==> src/logic/mpp_pkg.sv <==
// Constants and types shared by the multiplexed port pin block
package mpp_pkg;

  // ****************************************************************
  // Bus geometry
  // ****************************************************************
  localparam int APB_AW = 8;
  localparam int APB_DW = 32;

  // ****************************************************************
  // Port widths
  // ****************************************************************
  localparam int P9_W  = 7;
  localparam int P10_W = 8;
  localparam int P11_W = 8;
  localparam int P12_W = 8;
  localparam int P13_W = 7;
  localparam int P14_W = 4;

  // ****************************************************************
  // Register map (byte addresses)
  // ****************************************************************
  localparam logic [APB_AW-1:0] PORT9_BASE    = 8'h00;
  localparam logic [APB_AW-1:0] PORT10_BASE   = 8'h10;
  localparam logic [APB_AW-1:0] PORT11_BASE   = 8'h20;
  localparam logic [APB_AW-1:0] PORT12_BASE   = 8'h30;
  localparam logic [APB_AW-1:0] PORT13_BASE   = 8'h40;
  localparam logic [APB_AW-1:0] PORT14_BASE   = 8'h50;
  localparam logic [APB_AW-1:0] PORT_MASK     = 8'hF0;
  localparam logic [APB_AW-1:0] OFS_MASK      = 8'h0F;
  localparam logic [APB_AW-1:0] OFS_DATA      = 8'h00;
  localparam logic [APB_AW-1:0] OFS_DIR       = 8'h04;
  localparam logic [APB_AW-1:0] OFS_FSEL      = 8'h08;
  localparam logic [APB_AW-1:0] SER_CTRL_ADDR = 8'h60;
  localparam logic [APB_AW-1:0] STBY_ADDR     = 8'h64;

  // ****************************************************************
  // Field positions
  // ****************************************************************
  localparam int SER_CTRL_MASTER_BIT = 0;
  localparam int SER_CTRL_SERIAL_BIT = 1;
  localparam int STBY_MODE_LSB       = 0;
  localparam int SER_RX_PIN          = 0;
  localparam int SER_TX_PIN          = 1;
  localparam int SER_CLK_PIN         = 2;

  // ****************************************************************
  // Reset values
  // ****************************************************************
  localparam logic DIR_RESET_BIT  = 1'b1;
  localparam logic FSEL_RESET_BIT = 1'b0;
  localparam logic DATA_RESET_BIT = 1'b0;
  localparam logic SYNC_RESET_BIT = 1'b0;
  localparam logic SER_IDLE_BIT   = 1'b1;
  localparam logic [1:0] SER_CTRL_RESET = 2'h0;
  localparam logic [APB_DW-1:0] RDATA_RESET = 32'h00000000;

  // ****************************************************************
  // Standby modes
  // ****************************************************************
  typedef enum logic [1:0]
  {
    MPP_RUN   = 2'b00,
    MPP_HALT  = 2'b01,
    MPP_WATCH = 2'b10,
    MPP_STOP  = 2'b11
  } mpp_standby_e;

endpackage

==> src/logic/mpp_port_slice.sv <==
// One port: data latch, direction, function select and pin mux
`timescale 1ns/100ps
module mpp_port_slice #(
  parameter int W = 8
) (
  // Clock and reset
  input  wire logic         clk_in,
  input  wire logic         rst_n_in,
  // Register writes
  input  wire logic         wr_data_in,
  input  wire logic         wr_dir_in,
  input  wire logic         wr_fsel_in,
  input  wire logic [W-1:0] wdata_in,
  // Alternate function
  input  wire logic [W-1:0] alt_out_in,
  input  wire logic [W-1:0] alt_oe_in,
  // Pins
  input  wire logic [W-1:0] pin_in,
  output logic      [W-1:0] pin_out,
  output logic      [W-1:0] pin_oe_out,
  // Register reads
  output logic      [W-1:0] rd_data_out,
  output logic      [W-1:0] dir_out,
  output logic      [W-1:0] fsel_out,
  output logic      [W-1:0] pin_sync_out
);
  import mpp_pkg::*;

  logic [W-1:0] latch_ff;
  logic [W-1:0] dir_ff;
  logic [W-1:0] fsel_ff;

  mpp_sync #(.W(W)) u_sync (
    .clk_in   (clk_in),
    .rst_n_in (rst_n_in),
    .d_in     (pin_in),
    .q_out    (pin_sync_out)
  );

  // ****************************************************************
  // Registers
  // ****************************************************************
  always_ff @(posedge clk_in or negedge rst_n_in)
  begin
    if (!rst_n_in)
    begin
      latch_ff <= {W{DATA_RESET_BIT}};
      dir_ff   <= {W{DIR_RESET_BIT}};
      fsel_ff  <= {W{FSEL_RESET_BIT}};
    end
    else
    begin
      if (wr_data_in)
        latch_ff <= wdata_in;
      if (wr_dir_in)
        dir_ff <= wdata_in;
      if (wr_fsel_in)
        fsel_ff <= wdata_in;
    end
  end

  // ****************************************************************
  // Per-pin mux
  // ****************************************************************
  genvar i;
  generate
    for (i = 0; i < W; i++)
    begin : g_pin
      always_ff @(posedge clk_in or negedge rst_n_in)
      begin
        if (!rst_n_in)
        begin
          pin_out[i]    <= DATA_RESET_BIT;
          pin_oe_out[i] <= 1'b0;
        end
        else if (fsel_ff[i])
        begin
          pin_out[i]    <= alt_out_in[i];
          pin_oe_out[i] <= alt_oe_in[i];
        end
        else
        begin
          pin_out[i]    <= latch_ff[i];
          pin_oe_out[i] <= ~dir_ff[i];
        end
      end
      // Output pins read back the latch, inputs the pin level
      assign rd_data_out[i] = dir_ff[i] ? pin_sync_out[i]
                                        : latch_ff[i];
    end
  endgenerate

  assign dir_out  = dir_ff;
  assign fsel_out = fsel_ff;

endmodule // mpp_port_slice

==> src/logic/mpp_sync.sv <==
// Two-flop synchroniser for a vector of independent levels
`timescale 1ns/100ps
module mpp_sync #(
  parameter int W = 1
) (
  // Clock and reset
  input  wire logic         clk_in,
  input  wire logic         rst_n_in,
  // Data
  input  wire logic [W-1:0] d_in,
  output logic      [W-1:0] q_out
);
  import mpp_pkg::*;

  logic [W-1:0] meta_ff;

  // The first stage feeds only the second stage
  always_ff @(posedge clk_in or negedge rst_n_in)
  begin
    if (!rst_n_in)
    begin
      meta_ff <= {W{SYNC_RESET_BIT}};
      q_out   <= {W{SYNC_RESET_BIT}};
    end
    else
    begin
      meta_ff <= d_in;
      q_out   <= meta_ff;
    end
  end

endmodule // mpp_sync

==> src/logic/mpp_top.sv <==
// Ports 9 to 14 with function multiplexing, APB registers and reset
//
// Implementation choices: the register addresses and register access over APB.
`timescale 1ns/100ps
module mpp_top
(
  // Clock and reset
  input  wire logic                        REF_CLK_IN,
  input  wire logic                        ARST_N_IN,
  // APB slave
  input  wire logic                        PSEL_IN,
  input  wire logic                        PENABLE_IN,
  input  wire logic                        PWRITE_IN,
  input  wire logic [mpp_pkg::APB_AW-1:0]  PADDR_IN,
  input  wire logic [mpp_pkg::APB_DW-1:0]  PWDATA_IN,
  output logic      [mpp_pkg::APB_DW-1:0]  PRDATA_OUT,
  output logic                             PREADY_OUT,
  output logic                             PSLVERR_OUT,
  // Port 9 pins
  input  wire logic [mpp_pkg::P9_W-1:0]    P9_PIN_IN,
  output logic      [mpp_pkg::P9_W-1:0]    P9_PIN_OUT,
  output logic      [mpp_pkg::P9_W-1:0]    P9_PIN_OE_OUT,
  // Port 10 pins
  input  wire logic [mpp_pkg::P10_W-1:0]   P10_PIN_IN,
  output logic      [mpp_pkg::P10_W-1:0]   P10_PIN_OUT,
  output logic      [mpp_pkg::P10_W-1:0]   P10_PIN_OE_OUT,
  // Port 11 pins
  input  wire logic [mpp_pkg::P11_W-1:0]   P11_PIN_IN,
  output logic      [mpp_pkg::P11_W-1:0]   P11_PIN_OUT,
  output logic      [mpp_pkg::P11_W-1:0]   P11_PIN_OE_OUT,
  // Port 12 pins
  input  wire logic [mpp_pkg::P12_W-1:0]   P12_PIN_IN,
  output logic      [mpp_pkg::P12_W-1:0]   P12_PIN_OUT,
  output logic      [mpp_pkg::P12_W-1:0]   P12_PIN_OE_OUT,
  // Port 13 pins
  input  wire logic [mpp_pkg::P13_W-1:0]   P13_PIN_IN,
  output logic      [mpp_pkg::P13_W-1:0]   P13_PIN_OUT,
  output logic      [mpp_pkg::P13_W-1:0]   P13_PIN_OE_OUT,
  // Port 14 pins
  input  wire logic [mpp_pkg::P14_W-1:0]   P14_PIN_IN,
  output logic      [mpp_pkg::P14_W-1:0]   P14_PIN_OUT,
  output logic      [mpp_pkg::P14_W-1:0]   P14_PIN_OE_OUT,
  // LCD segment engine
  input  wire logic [mpp_pkg::P9_W-1:0]    LCD_SEG_A_IN,
  input  wire logic [mpp_pkg::P13_W-1:0]   LCD_SEG_B_IN,
  input  wire logic [mpp_pkg::P14_W-1:0]   LCD_SEG_C_IN,
  // Meter PWM engine
  input  wire logic [mpp_pkg::P10_W-1:0]   METER_PWM_A_IN,
  input  wire logic [mpp_pkg::P11_W-1:0]   METER_PWM_B_IN,
  input  wire logic [mpp_pkg::P12_W-1:0]   METER_PWM_C_IN,
  // Clocked serial channel 2 engine
  input  wire logic                        SERIAL2_TX_IN,
  input  wire logic                        SERIAL2_CLK_IN,
  output logic                             SERIAL2_RX_OUT,
  output logic                             SERIAL2_CLK_OUT,
  output logic                             SERIAL2_MASTER_OUT,
  // Standby
  output logic      [1:0]                  STANDBY_MODE_OUT
);
  import mpp_pkg::*;

  // ****************************************************************
  // Reset release
  // ****************************************************************
  logic rst_n;

  // Assertion is immediate, release is clocked to avoid recovery races
  mpp_sync #(.W(1)) u_rst_sync (
    .clk_in   (REF_CLK_IN),
    .rst_n_in (ARST_N_IN),
    .d_in     (1'b1),
    .q_out    (rst_n)
  );

  // ****************************************************************
  // APB decode
  // ****************************************************************
  logic                     setup_ph;
  logic                     wr_en;
  logic [APB_AW-1:0]        port_sel;
  logic [APB_AW-1:0]        reg_ofs;
  logic                     ofs_ok;
  logic [5:0]               port_hit;
  logic [5:0]               wr_data_v;
  logic [5:0]               wr_dir_v;
  logic [5:0]               wr_fsel_v;
  logic                     hit_ser;
  logic                     hit_stby;
  logic                     mapped;
  logic [APB_DW-1:0]        nxt_rdata;

  assign setup_ph = PSEL_IN & ~PENABLE_IN;
  assign wr_en    = PSEL_IN & PENABLE_IN & PWRITE_IN & PREADY_OUT;
  assign port_sel = PADDR_IN & PORT_MASK;
  assign reg_ofs  = PADDR_IN & OFS_MASK;
  assign ofs_ok   = (reg_ofs == OFS_DATA) | (reg_ofs == OFS_DIR)
                  | (reg_ofs == OFS_FSEL);
  assign port_hit[0] = ofs_ok & (port_sel == PORT9_BASE);
  assign port_hit[1] = ofs_ok & (port_sel == PORT10_BASE);
  assign port_hit[2] = ofs_ok & (port_sel == PORT11_BASE);
  assign port_hit[3] = ofs_ok & (port_sel == PORT12_BASE);
  assign port_hit[4] = ofs_ok & (port_sel == PORT13_BASE);
  assign port_hit[5] = ofs_ok & (port_sel == PORT14_BASE);
  assign hit_ser  = (PADDR_IN == SER_CTRL_ADDR);
  assign hit_stby = (PADDR_IN == STBY_ADDR);
  assign mapped   = (|port_hit) | hit_ser | hit_stby;

  genvar p;
  generate
    for (p = 0; p < 6; p++)
    begin : g_wr
      assign wr_data_v[p] = wr_en & port_hit[p] & (reg_ofs == OFS_DATA);
      assign wr_dir_v[p]  = wr_en & port_hit[p] & (reg_ofs == OFS_DIR);
      assign wr_fsel_v[p] = wr_en & port_hit[p] & (reg_ofs == OFS_FSEL);
    end
  endgenerate

  // ****************************************************************
  // Serial and standby control
  // ****************************************************************
  logic [1:0]    ser_ctrl_ff;
  mpp_standby_e  stby_ff;
  mpp_standby_e  nxt_stby;
  logic          ser_master;
  logic          ser_on;

  assign ser_master = ser_ctrl_ff[SER_CTRL_MASTER_BIT];
  assign ser_on     = ser_ctrl_ff[SER_CTRL_SERIAL_BIT];

  always_ff @(posedge REF_CLK_IN or negedge rst_n)
  begin
    if (!rst_n)
      ser_ctrl_ff <= SER_CTRL_RESET;
    else if (wr_en & hit_ser)
      ser_ctrl_ff <= PWDATA_IN[1:0];
  end

  always_comb
  begin
    nxt_stby = stby_ff;
    if (wr_en & hit_stby)
    begin
      case (PWDATA_IN[STBY_MODE_LSB +: 2])
        2'b00:   nxt_stby = MPP_RUN;
        2'b01:   nxt_stby = MPP_HALT;
        2'b10:   nxt_stby = MPP_WATCH;
        2'b11:   nxt_stby = MPP_STOP;
        default: nxt_stby = MPP_RUN;
      endcase
    end
  end

  // Reset or an APB write of MPP_RUN wakes the block here; other wake sources live elsewhere
  always_ff @(posedge REF_CLK_IN or negedge rst_n)
  begin
    if (!rst_n)
      stby_ff <= MPP_RUN;
    else
      stby_ff <= nxt_stby;
  end

  assign STANDBY_MODE_OUT = stby_ff;

  // ****************************************************************
  // Port slices
  // ****************************************************************
  logic [P9_W-1:0]  rd9,  dir9,  fs9,  sy9;
  logic [P10_W-1:0] rd10, dir10, fs10, sy10;
  logic [P11_W-1:0] rd11, dir11, fs11, sy11;
  logic [P12_W-1:0] rd12, dir12, fs12, sy12;
  logic [P13_W-1:0] rd13, dir13, fs13, sy13;
  logic [P14_W-1:0] rd14, dir14, fs14, sy14;
  logic [P14_W-1:0] alt14_out;
  logic [P14_W-1:0] alt14_oe;

  mpp_port_slice #(.W(P9_W)) u_p9 (
    .clk_in       (REF_CLK_IN),
    .rst_n_in     (rst_n),
    .wr_data_in   (wr_data_v[0]),
    .wr_dir_in    (wr_dir_v[0]),
    .wr_fsel_in   (wr_fsel_v[0]),
    .wdata_in     (PWDATA_IN[P9_W-1:0]),
    .alt_out_in   (LCD_SEG_A_IN),
    .alt_oe_in    ({P9_W{1'b1}}),
    .pin_in       (P9_PIN_IN),
    .pin_out      (P9_PIN_OUT),
    .pin_oe_out   (P9_PIN_OE_OUT),
    .rd_data_out  (rd9),
    .dir_out      (dir9),
    .fsel_out     (fs9),
    .pin_sync_out (sy9)
  );

  mpp_port_slice #(.W(P10_W)) u_p10 (
    .clk_in       (REF_CLK_IN),
    .rst_n_in     (rst_n),
    .wr_data_in   (wr_data_v[1]),
    .wr_dir_in    (wr_dir_v[1]),
    .wr_fsel_in   (wr_fsel_v[1]),
    .wdata_in     (PWDATA_IN[P10_W-1:0]),
    .alt_out_in   (METER_PWM_A_IN),
    .alt_oe_in    ({P10_W{1'b1}}),
    .pin_in       (P10_PIN_IN),
    .pin_out      (P10_PIN_OUT),
    .pin_oe_out   (P10_PIN_OE_OUT),
    .rd_data_out  (rd10),
    .dir_out      (dir10),
    .fsel_out     (fs10),
    .pin_sync_out (sy10)
  );

  mpp_port_slice #(.W(P11_W)) u_p11 (
    .clk_in       (REF_CLK_IN),
    .rst_n_in     (rst_n),
    .wr_data_in   (wr_data_v[2]),
    .wr_dir_in    (wr_dir_v[2]),
    .wr_fsel_in   (wr_fsel_v[2]),
    .wdata_in     (PWDATA_IN[P11_W-1:0]),
    .alt_out_in   (METER_PWM_B_IN),
    .alt_oe_in    ({P11_W{1'b1}}),
    .pin_in       (P11_PIN_IN),
    .pin_out      (P11_PIN_OUT),
    .pin_oe_out   (P11_PIN_OE_OUT),
    .rd_data_out  (rd11),
    .dir_out      (dir11),
    .fsel_out     (fs11),
    .pin_sync_out (sy11)
  );

  mpp_port_slice #(.W(P12_W)) u_p12 (
    .clk_in       (REF_CLK_IN),
    .rst_n_in     (rst_n),
    .wr_data_in   (wr_data_v[3]),
    .wr_dir_in    (wr_dir_v[3]),
    .wr_fsel_in   (wr_fsel_v[3]),
    .wdata_in     (PWDATA_IN[P12_W-1:0]),
    .alt_out_in   (METER_PWM_C_IN),
    .alt_oe_in    ({P12_W{1'b1}}),
    .pin_in       (P12_PIN_IN),
    .pin_out      (P12_PIN_OUT),
    .pin_oe_out   (P12_PIN_OE_OUT),
    .rd_data_out  (rd12),
    .dir_out      (dir12),
    .fsel_out     (fs12),
    .pin_sync_out (sy12)
  );

  mpp_port_slice #(.W(P13_W)) u_p13 (
    .clk_in       (REF_CLK_IN),
    .rst_n_in     (rst_n),
    .wr_data_in   (wr_data_v[4]),
    .wr_dir_in    (wr_dir_v[4]),
    .wr_fsel_in   (wr_fsel_v[4]),
    .wdata_in     (PWDATA_IN[P13_W-1:0]),
    .alt_out_in   (LCD_SEG_B_IN),
    .alt_oe_in    ({P13_W{1'b1}}),
    .pin_in       (P13_PIN_IN),
    .pin_out      (P13_PIN_OUT),
    .pin_oe_out   (P13_PIN_OE_OUT),
    .rd_data_out  (rd13),
    .dir_out      (dir13),
    .fsel_out     (fs13),
    .pin_sync_out (sy13)
  );

  // Port 14 control mode: LCD segments, except pins 0 to 2 while the serial channel owns them
  always_comb
  begin
    alt14_out = LCD_SEG_C_IN;
    alt14_oe  = {P14_W{1'b1}};
    if (ser_on)
    begin
      alt14_oe[SER_RX_PIN]   = 1'b0;
      alt14_out[SER_TX_PIN]  = SERIAL2_TX_IN;
      alt14_out[SER_CLK_PIN] = SERIAL2_CLK_IN;
      alt14_oe[SER_CLK_PIN]  = ser_master;
    end
  end

  mpp_port_slice #(.W(P14_W)) u_p14 (
    .clk_in       (REF_CLK_IN),
    .rst_n_in     (rst_n),
    .wr_data_in   (wr_data_v[5]),
    .wr_dir_in    (wr_dir_v[5]),
    .wr_fsel_in   (wr_fsel_v[5]),
    .wdata_in     (PWDATA_IN[P14_W-1:0]),
    .alt_out_in   (alt14_out),
    .alt_oe_in    (alt14_oe),
    .pin_in       (P14_PIN_IN),
    .pin_out      (P14_PIN_OUT),
    .pin_oe_out   (P14_PIN_OE_OUT),
    .rd_data_out  (rd14),
    .dir_out      (dir14),
    .fsel_out     (fs14),
    .pin_sync_out (sy14)
  );

  // ****************************************************************
  // Serial engine returns
  // ****************************************************************
  // Idle high so the engine sees no false edge while unrouted
  always_ff @(posedge REF_CLK_IN or negedge rst_n)
  begin
    if (!rst_n)
    begin
      SERIAL2_RX_OUT     <= SER_IDLE_BIT;
      SERIAL2_CLK_OUT    <= SER_IDLE_BIT;
      SERIAL2_MASTER_OUT <= 1'b0;
    end
    else
    begin
      SERIAL2_RX_OUT  <= (ser_on & fs14[SER_RX_PIN])
                         ? sy14[SER_RX_PIN] : SER_IDLE_BIT;
      SERIAL2_CLK_OUT <= (ser_on & fs14[SER_CLK_PIN] & ~ser_master)
                         ? sy14[SER_CLK_PIN] : SER_IDLE_BIT;
      SERIAL2_MASTER_OUT <= ser_master;
    end
  end

  // ****************************************************************
  // Read mux and APB answer
  // ****************************************************************
  function automatic logic [APB_DW-1:0] pick(
    input logic [APB_AW-1:0] ofs,
    input logic [7:0]        d,
    input logic [7:0]        r,
    input logic [7:0]        f
  );
    logic [APB_DW-1:0] v;
    v = RDATA_RESET;
    if (ofs == OFS_DATA)
      v[7:0] = d;
    else if (ofs == OFS_DIR)
      v[7:0] = r;
    else if (ofs == OFS_FSEL)
      v[7:0] = f;
    return v;
  endfunction

  always_comb
  begin
    nxt_rdata = RDATA_RESET;
    if (port_hit[0])
      nxt_rdata = pick(reg_ofs, {1'b0, rd9}, {1'b0, dir9}, {1'b0, fs9});
    else if (port_hit[1])
      nxt_rdata = pick(reg_ofs, rd10, dir10, fs10);
    else if (port_hit[2])
      nxt_rdata = pick(reg_ofs, rd11, dir11, fs11);
    else if (port_hit[3])
      nxt_rdata = pick(reg_ofs, rd12, dir12, fs12);
    else if (port_hit[4])
      nxt_rdata = pick(reg_ofs, {1'b0, rd13}, {1'b0, dir13},
                       {1'b0, fs13});
    else if (port_hit[5])
      nxt_rdata = pick(reg_ofs, {4'h0, rd14}, {4'h0, dir14},
                       {4'h0, fs14});
    else if (hit_ser)
      nxt_rdata[1:0] = ser_ctrl_ff;
    else if (hit_stby)
      nxt_rdata[STBY_MODE_LSB +: 2] = stby_ff;
  end

  // Read data is captured in setup so the access phase never waits
  always_ff @(posedge REF_CLK_IN or negedge rst_n)
  begin
    if (!rst_n)
    begin
      PRDATA_OUT  <= RDATA_RESET;
      PREADY_OUT  <= 1'b0;
      PSLVERR_OUT <= 1'b0;
    end
    else
    begin
      PREADY_OUT  <= setup_ph;
      PSLVERR_OUT <= setup_ph & ~mapped;
      if (setup_ph)
        PRDATA_OUT <= PWRITE_IN ? RDATA_RESET : nxt_rdata;
    end
  end

endmodule // mpp_top

==> config.mk <==
export PLATFORM = sky130hd
export DESIGN_NAME = mpp_top
export DESIGN_NICKNAME = d
export VERILOG_FILES = /design/src/logic/mpp_pkg.sv /design/src/logic/mpp_port_slice.sv /design/src/logic/mpp_sync.sv /design/src/logic/mpp_top.sv
export SDC_FILE = /design/constraint.sdc
export NUM_CORES = 1
export LEC_CHECK = 0
export BUFFER_PORTS_ARGS = -buffer_cell sky130_fd_sc_hd__buf_2
export CAP_MARGIN = 15
export CORE_ASPECT_RATIO = 0.6
export CORE_MARGIN = 8
export CORE_UTILIZATION = 45
export CTS_CLUSTER_SIZE = 10
export DETAILED_ROUTE_END_ITERATION = 16
export PLACE_DENSITY = 0.68
export SYNTH_ARGS = -nofsm -noshare
export SYNTH_HDL_FRONTEND = slang
export SYNTH_SLANG_ARGS = --single-unit
==> constraint.sdc <==
create_clock -name REF_CLK_IN -period 11.52 [get_ports REF_CLK_IN]
set_input_delay 1.152 -clock REF_CLK_IN [delete_from_list [all_inputs] [get_ports REF_CLK_IN]]
set_output_delay 1.152 -clock REF_CLK_IN [all_outputs]
set_load 0.02 [all_outputs]
==> results of run 1 <==
-- kinds of logic (layout without fill, tap and decap cells) --
| kind of cell | after synthesis | count (layout) | share of synthesized area |
|---|---|---|---|
| mux | 180 | 180 | 0.163 |
| other cells | 2 | 25 | 0.000612 |
| simple gates | 162 | 162 | 0.0809 |
| flops | 313 | 313 | 0.642 |
| buf+inv | 77 | 297 | 0.0318 |
| compound gates | 158 | 158 | 0.0813 |
-- Yosys cell counts (2+ instances only) --
library cell  instances  area (µm²)
dfrtp_1             269        6730
mux2_2              158        1780
o21ai_0              67         335
nand2b_1             57         357
dfstp_2              44        1160
nand2_1              40         150
a21oi_1              33         165
clkbuf_1             29         109
buf_4                24         180
mux2i_1              22         220
inv_1                15        56.3
nor2_1               12        45.0
a221oi_1             10        87.6
a22oi_1               8        60.1
nor2_2                8        50.1
or3b_2                8        70.1
nor3_4                7         114
o2111ai_1             6        52.6
o221ai_1              6        52.6
nor4_1                5        31.3
a211oi_1              4        30.0
buf_1                 4        15.0
nand3_1               4        20.0
nor2b_1               4        25.0
o211ai_1              4        30.0
a221o_1               3        30.0
a32o_1                3        30.0
a32oi_1               3        26.3
buf_2                 3        15.0
o31a_1                3        26.3
o32ai_1               3        26.3
or3_1                 3        18.8
a222oi_1              2        20.0
conb_1                2        7.51
nand3b_1              2        15.0
nor3_1                2        10.0
nor3_2                2        20.0
o311ai_1              2        17.5
-- worst paths after layout --
kind	to	from	slack, ns	cells past startpoint
min	u_p9.u_sync.q_out[6]	u_p9.u_sync.meta_ff[6]	0.35	0
min reg2reg	u_p9.u_sync.q_out[6]	u_p9.u_sync.meta_ff[6]	0.35	0
max in group asynchronous	u_p12.pin_out[6]	u_rst_sync.q_out	8.74	2
min in group asynchronous	u_rst_sync.meta_ff	ARST_N_IN	0.41	1
max	u_p13.dir_out[4]	PADDR_IN[2]	7.68	6
max reg2reg	u_p12.pin_out[6]	u_rst_sync.q_out	8.74	2
-- worst max-delay path, stage by stage --
cell     delay [ns]
buf_2          0.07
buf_4          0.59
nor2b_1        0.82
nand3_2        0.38
nor2_1         0.81
mux2_2         0.42
-- per-stage QoR --
stage                     hold slack [ns]  cells
after detailed placement            0.335   1428
after global placement              0.333   1427
after CTS                           0.348   1495
after floorplan                     0.331    915
final                               0.346   1495
after global routing                0.349   1495
-- per-layer routing --
layer	part of all wire	global-route usage	vias up	routed length [µm]
li1	-	-	3576	-
met1	0.48	0.292	4050	15900
met2	0.44	0.304	247	14700
met3	0.062	0.0473	39	2040
met4	0.015	0.0455	2	506
met5	0.00039	0	-	13
-- power by group through the flow --
stage                     logic [µW]  registers [µW]  clock network [µW]
after floorplan                 39.9            1160                   0
after global placement          91.6            1150                   0
after detailed placement        92.3            1150                   0
after CTS                       92.7            1130                1090
after global routing             100            1130                1140
final                           91.6            1130                1060
-- layout make-up --
type	instances	area, µm²
sequential	313	7890
fill	2260	11900
clock buffer	65	1070
clock inverter	2	17.5
inverter	16	60.1
multi-input combinational	525	4090
timing repair buffer	214	1100
tap	360	450
==> impl_metrics.json, run 1 <==
{
  "vias": 7914,
  "syn_inst": 892,
  "cts_tree": "yes",
  "swShare": 0.223,
  "status": "finished, final reports clean",
  "drc": 0,
  "final_cell_mix": "dfrtp_1, buf_2, mux2_2, o21ai_0, nand2b_1",
  "drv_slew": 0,
  "power.internal_uw": 1770,
  "hold_viol_final": 0,
  "drv_cap": 0,
  "overflow": 0,
  "power_frac_clock": 0.465,
  "gp_congestion": 0.812,
  "relSlewSlack": 0.341,
  "firstDrtPassIters": 5,
  "clock_latency_ns": 0.53,
  "p_sw_uw": 509,
  "fin_util": 0.552,
  "grt_pass1_wl_mm": 50.8,
  "finalWirelength_mm": 33.1,
  "grt_usage": 0.201,
  "power.share.combinational": 0.040,
  "synth_cell_types": 49,
  "cp-end-kind": "flop",
  "die_h_um": 144,
  "drive_gt1_frac": 0.429,
  "cp.required_ns": 11.96,
  "postRouteAntennaNets": 0,
  "rows": 46,
  "place_hpwl_mm": 23.2,
  "setup-tns-final_ns": 0,
  "fin_total_pwr_uw": 2280,
  "grt_max_degree": 168,
  "grt_setup_unrepaired": "no",
  "period_share": 0.333,
  "setup_viol": 0,
  "clkTransAtPathRegs_ns": 0.05,
  "worstPathMaxFanout": 70,
  "layout_commonest_cell": "dfrtp_1",
  "initial_core_util": 0.462,
  "cp-start-kind": "input port",
  "syn_to_final_growth_pct": 19.6,
  "place_ws_ns": 7.20,
  "cts_made_buffers": 37,
  "netlist_area_um2": 12300,
  "h-tree-depth": 2,
  "pin_count": 254,
  "portBuffers": 205,
  "core_um2": 26600,
  "layout_setup_ws_ns": 7.68,
  "post_cts_buffers": 0,
  "die_area_um2": 33000,
  "ys_seq_area_frac": 0.642,
  "cts-resized-gates": 0,
  "nets": 1238,
  "async_flop_share": 1.00,
  "avgSynthCellArea_um2": 13.8,
  "vias_per_cell": 5.29,
  "fin_area_um2": 14700,
  "cts_hold_buf": 0,
  "clock_sinks": 313,
  "p_leak_uw": 0.00671,
  "diodes": 0,
  "drt-initial-drc-count": 690,
  "ys_warn_count": 0,
  "synth_seq_cells": 313,
  "clock_skew_ns": 0.0162,
  "clockBufferDepth": 3,
  "synth_ff_type": "dfrtp_1",
  "first_global_vias": 8246,
  "tightest_slew_ns": 0.989,
  "hp-class": "flop to flop",
  "die_x_um": 229,
  "vdd_ir_drop_max_v": 0.0000927,
  "synth-edff-count": 0,
  "antenna_found_initial": 1,
  "timing.final.crit_period_ns": 3.84,
  "cts-root-buf": "clkbuf_16",
  "clock.fmax_ghz": 0.261,
  "place_area_um2": 13600,
  "arrival_ns": 4.28,
  "drt-wirelength-per-cell_um": 22.1,
  "pwr-share-seq": 0.495,
  "pwr_density_cell_nw_per_um2": 155,
  "crit_type": "input port to flop"
}
Power figures use the tool's default switching activity.
==> inputs of run 2 (changes only) <==
--- a/config.mk
+++ b/config.mk
@@ -12,7 +12,7 @@
 export CORE_UTILIZATION = 45
 export CTS_CLUSTER_SIZE = 10
 export DETAILED_ROUTE_END_ITERATION = 16
-export PLACE_DENSITY = 0.68
+export PLACE_DENSITY = 0.7
 export SYNTH_ARGS = -nofsm -noshare
 export SYNTH_HDL_FRONTEND = slang
 export SYNTH_SLANG_ARGS = --single-unit
==> constraint.sdc (replaced) <==
create_clock -name REF_CLK_IN -period 3.4 [get_ports REF_CLK_IN]
set_input_delay 0.34 -clock REF_CLK_IN [delete_from_list [all_inputs] [get_ports REF_CLK_IN]]
set_output_delay 0.34 -clock REF_CLK_IN [all_outputs]
set_load 0.02 [all_outputs]
==> run 2 against run 1 <==
Largest cell class unchanged. Clock power increased to 3.3 times the previous value. Die area unchanged. Critical endpoint is now u_p10.fsel_out[2]. Clock-buffer cell count decreased by 1. Worst hold slack got worse by 0.31 ns. Via count increased by 3.0%.
==> impl_metrics.json, run 2 (synthesis results as in run 1) <==
{
  "place_ws_ns": 0.649,
  "portBuffers": 205,
  "grt_setup_unrepaired": "no",
  "firstDrtPassIters": 5,
  "drc": 0,
  "setup_viol": 0,
  "nets": 1302,
  "clock_skew_ns": 0.0114,
  "cts_hold_buf": 43,
  "cts-resized-gates": 0,
  "vdd_ir_drop_max_v": 0.000343,
  "clockBufferDepth": 3,
  "drv_cap": 0,
  "crit_type": "input port to flop",
  "grt_usage": 0.204,
  "clock_latency_ns": 0.51,
  "drive_gt1_frac": 0.422,
  "cts_made_buffers": 37,
  "clock.fmax_ghz": 0.435,
  "period_share": 0.676,
  "first_global_vias": 8514,
  "cp.required_ns": 3.79,
  "hp-class": "input port to flop",
  "vias": 8150,
  "drv_slew": 0,
  "core_um2": 26600,
  "final_cell_mix": "dfrtp_1, buf_2, mux2_2, o21ai_0, nand2b_1",
  "cp-end-kind": "flop",
  "worstPathMaxFanout": 9,
  "pwr_density_cell_nw_per_um2": 502,
  "pin_count": 254,
  "die_h_um": 144,
  "cts_tree": "yes",
  "fill_cells": 2243,
  "cts-root-buf": "clkbuf_16",
  "grt_max_degree": 70,
  "drt-wirelength-per-cell_um": 21.5,
  "initial_core_util": 0.462,
  "rows": 46,
  "drt-initial-drc-count": 603,
  "tightest_slew_ns": 0.972,
  "clkTransAtPathRegs_ns": 0.05,
  "relSlewSlack": 0.352,
  "post_cts_buffers": 0,
  "hold_viol_final": 0,
  "dp_cells": 1449,
  "vias_per_cell": 5.22,
  "layout_commonest_cell": "dfrtp_1",
  "antenna_found_initial": 2,
  "grt_pass1_wl_mm": 51.5,
  "overflow": 0,
  "timing.final.crit_period_ns": 2.30,
  "die_x_um": 229,
  "clock_sinks": 313,
  "place_hpwl_mm": 23.9,
  "cp-start-kind": "input port",
  "syn_to_final_growth_pct": 24.3,
  "arrival_ns": 2.69,
  "final_cells": 1560,
  "fin_total_pwr_uw": 7660,
  "p_leak_uw": 0.00698,
  "setup-tns-final_ns": 0,
  "die_area_um2": 33000,
  "layout_setup_ws_ns": 1.10,
  "status": "finished, final reports clean",
  "postRouteAntennaNets": 0,
  "h-tree-depth": 2,
  "gp_congestion": 0.818,
  "finalWirelength_mm": 33.6
}
[run 2: layout make-up]
cell class	count	area, µm²	area share
Sequential cell	313	7890	0.517
Multi-Input combinational cell	525	4090	0.268
Timing Repair Buffer	278	1730	0.113
Clock buffer	64	1030	0.0673
Tap cell	360	450	0.0295
Inverter	16	60.1	0.00394
Clock inverter	1	8.76	0.000574
Antenna cell	3	7.51	0.000492
[run 2: critical path: stages]
cell and delay, ns:
buf_2 0.12, or2_0 0.43, nor3_2 0.47, nand2_1 0.36, nor3_4 0.56, mux2_2 0.39
[run 2: per-layer routing]
layer | part of all wire | vias up | track usage
met5 | 0 | - | 0
met4 | 0.020 | 0 | 0.0552
met3 | 0.061 | 57 | 0.0471
met2 | 0.44 | 260 | 0.300
met1 | 0.48 | 4139 | 0.299
li1 | - | 3694 | -
[run 2: worst paths after layout]
path	depth (start not counted)	slack [ns]	end	start
max	6	1.10	u_p10.fsel_out[2]	PADDR_IN[1]
min	3	0.03	u_p13.pin_out[5]	LCD_SEG_B_IN[5]
max reg2reg	5	1.27	u_p10.latch_ff[5]	PREADY_OUT
min reg2reg	0	0.34	u_p13.u_sync.q_out[4]	u_p13.u_sync.meta_ff[4]
max in group asynchronous	1	1.95	u_p9.dir_out[2]	u_rst_sync.q_out
min in group asynchronous	2	0.15	u_rst_sync.meta_ff	ARST_N_IN
[run 2: power by group]
group | total, µW | internal (µW) | switching [µW]
Sequential | 3830 | 3790 | 36.6
Clock | 3470 | 2040 | 1430
Combinational | 364 | 128 | 235
[run 2: stage by stage]
step	hold WS, ns	util	cell area (µm²)
after global placement	0.127	0.519	13800
after floorplan	0.0444	-	12400
after global routing	0.0403	0.574	15300
after detailed placement	0.129	0.519	13800
after CTS	0.0126	0.574	15300
final	0.0346	0.574	15300
==> inputs of run 3 (changes only) <==
--- a/config.mk
+++ b/config.mk
@@ -5,6 +5,7 @@
 export SDC_FILE = /design/constraint.sdc
 export NUM_CORES = 1
 export LEC_CHECK = 0
+export ABC_AREA = 1
 export BUFFER_PORTS_ARGS = -buffer_cell sky130_fd_sc_hd__buf_2
 export CAP_MARGIN = 15
 export CORE_ASPECT_RATIO = 0.6
==> constraint.sdc (replaced) <==
create_clock -name REF_CLK_IN -period 2 [get_ports REF_CLK_IN]
set_input_delay 0.2 -clock REF_CLK_IN [delete_from_list [all_inputs] [get_ports REF_CLK_IN]]
set_output_delay 0.2 -clock REF_CLK_IN [all_outputs]
set_load 0.02 [all_outputs]
==> run 3 against run 2 <==
Critical path depth increased by 3. Global-route usage grew 1.0 points. Critical path type is now flop to flop. Largest cell class unchanged. Sequential cell count did not move. First-iteration DRC count grew 33%. Cell area rose by 4.8%. Area after synthesis is 1.5% higher. Power grew 74%.
==> impl_metrics.json, run 3 <==
{
  "drc": 0,
  "core_um2": 27400,
  "crit_path_max_incr_delay_ns": 0.56,
  "drv_slew": 0,
  "tightest_slew_ns": 0.711,
  "ys_warn_count": 0,
  "crit_start": "u_p12.dir_out[2]",
  "grt_max_degree": 91,
  "antenna_found_initial": 3,
  "layout_commonest_cell": "nand2_1",
  "drt-initial-drc-count": 800,
  "synth_top_area_cell": "dfrtp_1",
  "grt_usage": 0.214,
  "drive_gt1_frac": 0.233,
  "die_x_um": 231,
  "pwr_density_cell_nw_per_um2": 834,
  "cp-start-kind": "flop",
  "arrival_ns": 2.21,
  "async_flop_share": 1.00,
  "hold_slack_ns": 0.131,
  "final_cells": 2007,
  "clock_sinks": 313,
  "clkTransAtPathRegs_ns": 0.06,
  "hold_start": "PWDATA_IN[7]",
  "cts_made_buffers": 37,
  "clock_skew_ns": 0.0122,
  "drv_cap": 0,
  "path_common_cell": "nand2_1",
  "synth-simple-area-share": 0.181,
  "netlist_area_um2": 12500,
  "syn_inst": 1283,
  "clock_latency_ns": 0.52,
  "cp.required_ns": 2.42,
  "initial_core_util": 0.455,
  "cts-root-buf": "clkbuf_16",
  "synth_top_family_by_area": "simple AND/OR/NAND/NOR gates",
  "die_area_um2": 33400,
  "vias": 9989,
  "synthTopCellsByCount": "nand2_1, dfrtp_1, o21ai_0, inv_1, dfstp_2",
  "worstPathMaxFanout": 4,
  "p_leak_uw": 0.00730,
  "hold_viol_final": 0,
  "h-tree-depth": 2,
  "overflow": 0,
  "synth_compound_area_frac": 0.111,
  "synth_fa_ha_area_frac": 0,
  "die_h_um": 145,
  "setup_viol": 0,
  "setup-tns-final_ns": 0,
  "timing.final.crit_period_ns": 1.80,
  "clock.fmax_ghz": 0.556,
  "vdd_ir_drop_max_v": 0.000563,
  "fill_cells": 2383,
  "portBuffers": 205,
  "drt-wirelength-per-cell_um": 17.7,
  "status": "finished, final reports clean",
  "path_cells": "mux2_2 > o21ai_0 > nand2_1 > nand2_1 > nand2_1 > nand2_1 > nand2_1 > nand2_1 > nand2_1",
  "synth-edff-count": 0,
  "synth_top_area_frac": 0.540,
  "synth_cell_types": 34,
  "hp-class": "input port to flop",
  "vias_per_cell": 4.98,
  "final_cell_mix": "nand2_1, dfrtp_1, buf_2, o21ai_0, inv_1",
  "ys_seq_area_frac": 0.633,
  "synth_seq_cells": 313,
  "period_share": 0.900,
  "cts_tree": "yes",
  "firstDrtPassIters": 7,
  "avgSynthCellArea_um2": 9.71,
  "critPathTopFamily": "flip-flops",
  "grt_pass1_wl_mm": 57.1,
  "dp_cells": 1849,
  "synth_mux_area_frac": 0.00673,
  "synth-xor-area-share": 0,
  "cts-resized-gates": 0,
  "cp-end-kind": "flop",
  "synth.most_common_cell": "nand2_1",
  "critPathSlowestCell": "dfstp_2",
  "grt_setup_unrepaired": "no",
  "synth_ff_type": "dfrtp_1",
  "rows": 47,
  "syn_to_final_growth_pct": 28.4,
  "clockBufferDepth": 3,
  "relSlewSlack": 0.525,
  "gp_congestion": 0.853,
  "first_global_vias": 10300,
  "critPathBufInv": 0,
  "crit_type": "flop to flop",
  "pin_count": 254,
  "place_hpwl_mm": 24.4,
  "synth_top_cells_by_area": "dfrtp_1, nand2_1, dfstp_2",
  "r2r_start": "u_p12.dir_out[2]",
  "finalWirelength_mm": 35.6,
  "postRouteAntennaNets": 0,
  "nets": 1742
}
-- run 3: cell count changes in the layout (fill, tap and decap cells not counted), moves of 25 or more --
| cell | change |
|---|---|
| nor2_1 | +26 |
| dlygate4sd3_1 | +47 |
| nand2b_1 | -57 |
| o21ai_1 | +25 |
| inv_1 | +89 |
| nand3_1 | +38 |
| mux2_2 | -155 |
| nand2_1 | +362 |
| o21ai_0 | +115 |
-- run 3: cells by family (layout without fill, tap and decap cells) --
group / Yosys count / after routing
AOI/OAI and AO/OA: 258 / 258
buffers and inverters: 182 / 514
DFF: 313 / 313
muxes: 8 / 8
other: 2 / 27
and+or+nand+nor: 520 / 520
-- run 3: repair_timing --
action | 4_1_cts | 5_1_grt
buffers inserted | 0 | 0
hold endpoints to repair | 87 | 0
hold buffers | 90 | 0
-- run 3: final timing paths --
kind	to	slack [ns]	cells past startpoint
worst max-delay path	PRDATA_OUT[2]	0.20	9
worst min-delay path	u_p10.latch_ff[7]	0.13	3
worst max register to register	PRDATA_OUT[2]	0.20	9
worst min register to register	u_p12.u_sync.q_out[4]	0.24	0
max in group asynchronous	u_p14.dir_out[2]	0.96	1
min in group asynchronous	u_p12.u_sync.q_out[4]	0.24	0
-- run 3: tightest hold or removal path: cells and delay by family --
| family | cells | cell delay (ns) |
|---|---|---|
| buffers and inverters | 2 | 0.22 |
| AO/OA/AOI/OAI | 1 | 0.19 |
-- run 3: cell type report --
type | instances | area, µm² | share of cell area
Clock buffer | 64 | 1080 | 0.0675
Timing Repair Buffer | 333 | 2300 | 0.144
Antenna cell | 2 | 5.00 | 0.000313
Sequential cell | 313 | 7890 | 0.493
Clock inverter | 2 | 16.3 | 0.00102
Tap cell | 367 | 459 | 0.0287
Inverter | 115 | 432 | 0.0270
Multi-Input combinational cell | 811 | 3810 | 0.238
-- run 3: through the flow --
stage | area (µm²) | power, µW | util | setup slack (ns)
after floorplan | 12600 | 6890 | - | -1.08
final | 16000 | 13300 | 0.584 | 0.201
after global placement | 14000 | 7130 | 0.511 | 0.0727
after CTS | 16000 | 13500 | 0.584 | 0.240
after detailed placement | 14000 | 7140 | 0.511 | 0.0102
after global routing | 16000 | 13800 | 0.584 | 0.136
-- run 3: report_power, final --
part,internal [µW],switching [µW]
sequential,6440,42.6
combinational,265,418
clock,3650,2520
total,10400,2980
-- run 3: layer usage --
| metal | part of all wire | vias up | global-route usage |
|---|---|---|---|
| met4 | 0.023 | 2 | 0.0597 |
| met3 | 0.076 | 74 | 0.0535 |
| met1 | 0.45 | 4812 | 0.301 |
| li1 | - | 4726 | - |
| met5 | 0.00022 | - | 0 |
| met2 | 0.45 | 375 | 0.326 |
